**config.mk**
```make
export PLATFORM = sky130hd
export DESIGN_NAME = rmf_width_check
export DESIGN_NICKNAME = d
export VERILOG_FILES = /design/src/core/rmf_pkg.sv /design/src/core/rmf_width_check.sv
export SDC_FILE = /design/constraint.sdc
export NUM_CORES = 1
export LEC_CHECK = 0
export ABC_AREA = 1
export BUFFER_PORTS_ARGS = -buffer_cell sky130_fd_sc_hd__clkbuf_2
export CAP_MARGIN = 20
export CORE_MARGIN = 2
export CORE_UTILIZATION = 43
export DETAILED_ROUTE_END_ITERATION = 7
export PLACE_DENSITY = 0.62
export SYNTH_ARGS = -nofsm -noshare
export SYNTH_HDL_FRONTEND = slang
export SYNTH_SLANG_ARGS = --single-unit
```
**constraint.sdc**
```tcl
create_clock -name vclk -period 4.1
set_clock_uncertainty 0.1 [all_clocks]
set_input_delay 0.82 -clock vclk [all_inputs]
set_output_delay 0.82 -clock vclk [all_outputs]
set_load 0.03 [all_outputs]
```
**src/core/rmf_pkg.sv**
```systemverilog
// shared types and constants of the dma remap fault checker
package rmf_pkg;

	// register byte offsets
	localparam logic [7:0] OFS_CTRL = 8'h00;
	localparam logic [7:0] OFS_CAP = 8'h04;
	localparam logic [7:0] OFS_INT_STATUS = 8'h08;
	localparam logic [7:0] OFS_INT_MASK = 8'h0C;
	localparam logic [7:0] OFS_LAST_INFO = 8'h10;
	localparam logic [7:0] OFS_LAST_ADDR_LO = 8'h14;
	localparam logic [7:0] OFS_LAST_ADDR_HI = 8'h18;
	localparam logic [7:0] OFS_FAULT_COUNT = 8'h1C;

	// control fields and reset values
	localparam int CTRL_ENABLE_BIT = 0;
	localparam int CTRL_AUX_BIT = 1;
	localparam logic CTRL_ENABLE_RESET = 1'b1;
	localparam logic CTRL_AUX_RESET = 1'b0;
	localparam logic [2:0] INT_MASK_RESET = 3'h0;

	// interrupt status bit positions
	localparam int INT_REPORTED_BIT = 0;
	localparam int INT_SUPPRESSED_BIT = 1;
	localparam int INT_PLATFORM_BIT = 2;

	// capability layout and values
	localparam logic [6:0] MAX_GUEST_WIDTH_LIMIT = 7'h30;
	localparam logic [4:0] SUPPORTED_WIDTHS = 5'h06;
	localparam logic [3:0] SUPPORTED_TRANS_TYPES = 4'h5;
	localparam logic ZERO_LENGTH_READ_SUPPORT = 1'b1;
	localparam int CAP_WIDTH_POS = 0;
	localparam int CAP_SGAW_POS = 8;
	localparam int CAP_ZERO_READ_POS = 16;
	localparam int CAP_TT_POS = 20;

	// last fault info layout
	localparam int INFO_REASON_POS = 0;
	localparam int INFO_QUAL_POS = 8;
	localparam int INFO_SUPP_POS = 9;
	localparam int INFO_REQ_POS = 16;

	// domain width: guest width = base + step * field
	localparam logic [6:0] AGAW_BASE = 7'h1E;
	localparam logic [6:0] AGAW_STEP = 7'h09;

	// fault reasons
	localparam logic [7:0] REASON_NONE = 8'h00;
	localparam logic [7:0] REASON_ROOT_ABSENT = 8'h01;
	localparam logic [7:0] REASON_CTX_ABSENT = 8'h02;
	localparam logic [7:0] REASON_CTX_PROG = 8'h03;
	localparam logic [7:0] REASON_WIDTH = 8'h04;
	localparam logic [7:0] REASON_WRITE_PERM = 8'h05;
	localparam logic [7:0] REASON_READ_PERM = 8'h06;
	localparam logic [7:0] REASON_NEXT_FETCH = 8'h07;
	localparam logic [7:0] REASON_ROOT_FETCH = 8'h08;
	localparam logic [7:0] REASON_CTX_FETCH = 8'h09;
	localparam logic [7:0] REASON_ROOT_RSVD = 8'h0A;
	localparam logic [7:0] REASON_CTX_RSVD = 8'h0B;
	localparam logic [7:0] REASON_PTE_RSVD = 8'h0C;

	localparam logic [1:0] RESP_OKAY = 2'h0;
	localparam logic [1:0] RESP_SLVERR = 2'h2;

	typedef struct packed {
		logic [63:0] addr;
		logic [15:0] requester;
		logic is_read;
		logic is_write;
		logic is_atomic;
		logic zero_length;
	} rmf_req_t;

	typedef struct packed {
		logic internal_err;
		logic root_fetch_err;
		logic root_present;
		logic root_rsvd_nz;
		logic ctx_fetch_err;
		logic ctx_present;
		logic ctx_rsvd_nz;
		logic [2:0] domain_width_field;
		logic [1:0] trans_type;
		logic root_ptr_fetch_err;
		logic fault_suppress_bit;
		logic pte_read;
		logic pte_write;
		logic pte_rsvd_nz;
		logic pte_next_fetch_err;
	} rmf_walk_t;

	typedef struct packed {
		logic valid;
		logic blocked;
		logic [7:0] reason;
		logic reportable;
		logic unsupported_request;
		logic drop_write;
	} rmf_verdict_t;

	typedef struct packed {
		logic valid;
		logic [7:0] reason;
		logic [15:0] requester;
		logic [63:0] addr;
	} rmf_record_t;

	// faults before a context entry is known cannot be suppressed
	function automatic logic rmf_qualified(input logic [7:0] reason);
		case (reason)
			REASON_ROOT_ABSENT, REASON_ROOT_FETCH, REASON_CTX_FETCH, REASON_ROOT_RSVD: rmf_qualified = 1'b0;
			default: rmf_qualified = 1'b1;
		endcase
	endfunction

	function automatic logic [31:0] rmf_merge(input logic [31:0] old, input logic [31:0] data,
			input logic [3:0] strb);
		for (int i = 0; i < 4; i++) begin
			rmf_merge[i*8 +: 8] = strb[i] ? data[i*8 +: 8] : old[i*8 +: 8];
		end
	endfunction

endpackage

```
**src/core/rmf_width_check.sv**
```systemverilog
// domain width and address range checks
module rmf_width_check import rmf_pkg::*; (
	input wire logic [63:0] addr, // request address
	input wire logic [2:0] domain_width_field, // context width code
	input wire logic [1:0] trans_type, // context translation type
	output logic width_ok, // width code supported
	output logic type_ok, // translation type supported
	output logic addr_over, // beyond effective width
	output logic beyond_limit // beyond the hardware limit alone
);
	logic [6:0] agaw;
	logic [6:0] x;

	always_comb begin
		agaw = AGAW_BASE + 7'(AGAW_STEP * 7'(domain_width_field));
		width_ok = (domain_width_field < 3'h5) && SUPPORTED_WIDTHS[domain_width_field];
		type_ok = SUPPORTED_TRANS_TYPES[trans_type];
		x = (agaw < MAX_GUEST_WIDTH_LIMIT) ? agaw : MAX_GUEST_WIDTH_LIMIT;
		addr_over = |(addr >> x);
		beyond_limit = |(addr >> MAX_GUEST_WIDTH_LIMIT);
	end
endmodule

```
# After elaboration in Yosys (flattened, before gate mapping)
# Memory sizes are Yosys's and may differ from the RTL's.
# Index checks and enable logic that the tools add are counted.
[op_classes] n_shift=1 n_mul=1 n_addsub=1 n_lt_le_gt_ge=4 n_reduce_logical=3 muxes=4
[op_table] op="OR reduction 64 bit" n=1
[op_table] op=">> shifter 64 x 7 -> 64 bit" n=1
[op_table] op="OR reduction 16 bit" n=1
[op_table] op="adder 5 x 7 -> 7 bit, first input constant" n=1
[op_table] op="less-than comparator 7 x 6 -> 1 bit, second input constant" n=1
[op_table] op="multiplier 4 x 3 -> 7 bit, first input constant" n=1
[op_table] op="two-way mux 7 bit" n=1
[op_table] op="less-than comparator 3 x 4 -> 1 bit, second input constant" n=1
[op_table] op="less-than comparator 2 x 3 -> 1 bit, second input constant" n=1
[op_table] op="less-than comparator 3 bit, second input constant" n=1
[op_table] op="binary-select mux 1 bit (select 2 bit)" n=1
[op_table] op="two-way mux 1 bit" n=2
[op_table] op="logical AND 1 bit" n=1
[totals] output_inout_bits=4 rom_bits=8 word_cells=15 ff_bits=0 in_bits=69 memories=1
[mem_list] memory="(name not given)" words=8 width=1 read_ports=1 rd_ports_with_merged_regs=0 wr=0 line="rmf_width_check.sv:16" text="width_ok = (domain_width_field < 3'h5) && SUPPORTED_WIDTHS[domain_width_field];"

# Logic depth before layout (Yosys ltp)
[logic_depth] depth_word=6 depth_mapped=21 ltp_nobuf=18

# Worst setup path before layout
# No wires, ideal clock.
[synth_path] kind="input port to output port" startpoint="in domain_width_field[0]" endpoint="out addr_over" slack_ns=-0.409 t_arrival_ns=3.589 path_buffers=5 required_ns=3.180 stages=19 path_cell_list="buf_4 buf_4 buf_4 inv_1 ha_1 inv_1 ha_1 fa_1 xor2_1 nor2_1 buf_2 buf_1 nand2_1 nand3_1 nand2_1 nor2_1 nand2_1 nor2_1 nand3_1"
[synth_between] elab_chain_len=6
[synth_lines] element="start: declaration" line="rmf_width_check.sv:4" text="input wire logic [2:0] domain_width_field,"
[synth_lines] element="multiplier 4 x 3 -> 7 bit (*)" line="rmf_width_check.sv:15" text="agaw = AGAW_BASE + 7'(AGAW_STEP * 7'(domain_width_field));"
[synth_lines] element="adder 5 x 7 -> 7 bit (*)" line="rmf_width_check.sv:15"
[synth_lines] element="less-than comparator 7 x 6 -> 1 bit" line="rmf_width_check.sv:18" text="x = (agaw < MAX_GUEST_WIDTH_LIMIT) ? agaw : MAX_GUEST_WIDTH_LIMIT;"
[synth_lines] element="two-way mux 7 bit (*)" line="rmf_width_check.sv:18"
[synth_lines] element=">> shifter 64 x 7 -> 64 bit (*)" line="rmf_width_check.sv:19" text="addr_over = |(addr >> x);"
[synth_lines] element="OR reduction 64 bit (*)" line="rmf_width_check.sv:19"
[synth_lines] element="end: declaration" line="rmf_width_check.sv:8" text="output logic addr_over,"
# Mark *: on every way between the ends. The rest lies on a longest branch, timed or not.

# Worst setup path in the final report
# Ends and elaborated chain as after synthesis.

==> metrics.txt <==
crit path buf inv count=6; Startpoint Class=input port; syn_nets=1,040; crit-path max FO=5; DR iter-0 viols=711; crit path max-delay cell type=fa_1; max frequency=236.4 MHz; Leak=3.122 nW; power per cell area=143.7 nW/um2; synthesized area=4400 um2; initial core utilization=0.4461; die area=11,060 um2; initial antenna violation count=0; Final Max Tran Viols=0; VDD IR-drop max=96.40 uV; status=complete, but fails checks; critical path type=input port to primary output; Synth-to-Final Area Change=24.82%; vias in the first global route=5,799; Clock Buffer Count=0; vias per inst=5.774; antenna viol nets, final=0; diodes inserted=0; Final Instance Area=5493 um2; crit-path most repeated cell=nand2_1; largest net degree at the start of global routing=64; filler cell count in the final layout=1,074; total gr overflow=0; drc violations=0; Worst Max-Slew Pin Slew=0.4608 ns; post-synthesis sequential area ratio=0; layout net count=1,095; endpoints failing setup=1; io pins=73; CORE AREA=9864 um2; Max Cap Viol=0; Synth warnings=0; GRT Overall Usage=0.2956; RSZ-0062 raised after global routing=true; placed cell area=5144 um2; # rows=36; FF+latch area=0 um2; Req. time, crit path=3.18 ns; total negative setup slack=-0.1302 ns; Synth Instances=963; Hold Slack=1.808 ns; Unique masters post-synth=27; total power=0.7892 mW; WP data arrival=3.31 ns; Final Wtd Congestion=0.9747; fraction of layout cells with a size suffix above 1=0.1703; Setup crit end kind=primary output; post-layout min period=4.230 ns; die width=105.2 um; final WL=17,030 um; first-pass GRT wire length=27,540 um; sequential cells=0; CP peak stage delay=0.44 ns; Non-Filler Instances=1,149; CP top delay family=simple AND/OR/NAND/NOR gates; Avg Inst Size Synth=4.570 um2; drt wl/cell=14.82 um; cell count after placement=1,141; Slew HR=0.6849; final worst slack=-0.1302 ns; most frequent cells in the layout=nand2_1 (390), nand3_1 (317), clkbuf_2 (69), inv_1 (54), buf_4 (29); critical-path cell list=buf_8 -> inv_6 -> ha_4 -> inv_2 -> ha_4 -> fa_1 -> or2_4 -> clkinv_8 -> clkbuf_16 -> nand3_1 -> nand2_1 -> nand2_1 -> nand3_1 -> nand2_1 -> nor2_1 -> nand2_1 -> nor2_2 -> nand3_2 -> buf_8; post-DP HPWL=12,540 um; Post-CTS Hold Fix Bufs=0; PortBufs=72; Pre-Repair DR Iteration Count=5; Die H=105.2 um; failing checks=setup timing; commonest non-fill, non-tap cell in the layout=nand2_1; Tcrit/Tclk final=1.032; worst hold path class=input port to primary output; Vias=6,634; final hold vios=0
==> final cells by class <==
class | count | area [um2] | share of cell area
inverter | 65 | 264.0 | 0.04806
timing repair buffer | 129 | 1165 | 0.2121
multi-input combinational | 822 | 3897 | 0.7096
tap | 133 | 166.4 | 0.03030
==> routing by layer <==
metal	GRT usage	part of all wire	wire [um]	vias up
met5	0	0	0	-
met4	0.1200	0.043	725	0
met3	0.02495	0.087	1480	52
met2	0.4898	0.45	7606	399
met1	0.3930	0.42	7213	2885
li1	-	-	-	3298
==> metrics by stage <==
| step | utilization | setup WS [ns] |
|---|---|---|
| 4_1_cts | 0.5403 | -0.1618 |
| 3_3_place_gp | 0.5214 | -0.2339 |
| 2_1_floorplan | - | -0.08099 |
| 3_5_place_dp | 0.5214 | -0.2548 |
| 5_1_grt | 0.5568 | -0.2393 |
| 6_report | 0.5568 | -0.1302 |
==> tightest hold or removal path, cell delays in order <==
cell      delay (ns)
clkbuf_2        0.07
inv_1           0.03
clkbuf_2        0.17
==> cell usage after synthesis <==
library cell | n | share of area
buf_1 | 7 | 0.0060
buf_6 | 7 | 0.018
o31ai_1 | 4 | 0.0068
nand3_2 | 1 | 0.0023
inv_1 | 57 | 0.049
or2_1 | 1 | 0.0014
buf_4 | 13 | 0.022
a2111oi_0 | 1 | 0.0020
nand2_4 | 1 | 0.0026
nor4_1 | 4 | 0.0057
o21ai_1 | 4 | 0.0045
nor2_1 | 30 | 0.026
buf_2 | 32 | 0.036
nand2_2 | 1 | 0.0014
nor3_4 | 1 | 0.0037
inv_2 | 5 | 0.0043
fa_1 | 1 | 0.0045
nor3_1 | 1 | 0.0011
ha_1 | 7 | 0.020
xor2_1 | 1 | 0.0020
nand3_1 | 334 | 0.38
clkbuf_1 | 17 | 0.015
nand4_1 | 26 | 0.037
nand2_1 | 395 | 0.34
a21oi_1 | 3 | 0.0034
o21ai_0 | 6 | 0.0068
clkinv_1 | 3 | 0.0026
==> cell families after synthesis <==
| kind of cell | after synthesis | share of synthesized area |
|---|---|---|
| adder cells (fa/ha/maj) | 8 | 0.02445 |
| AND/OR/NAND/NOR | 795 | 0.7976 |
| XOR/XNOR | 1 | 0.001991 |
| buffers and inverters | 141 | 0.1524 |
| AO/OA/AOI/OAI | 18 | 0.02360 |
==> repair_timing <==
item / 4_1_cts / 5_1_grt
buffers inserted: 3 / 1
resized for setup: 20 / 36
cloned: 3 / 3
pin swaps: 8 / 45
endpoints found under the setup margin: 1 / 1
==> final timing paths <==
kind / cells after the start / start / endpoint / slack, ns
worst max-delay path: 19 / domain_width_field[0] / addr_over / -0.13
worst min-delay path: 3 / trans_type[0] / type_ok / 1.81
==> report_power, final <==
group	internal, mW	switching, mW	total (mW)	leakage [nW]
Clock	0	0	0	0
Combinational	0.301	0.488	0.789	3.12
Sequential	0	0	0	0
Note: power is estimated with default switching activity, not from simulation.
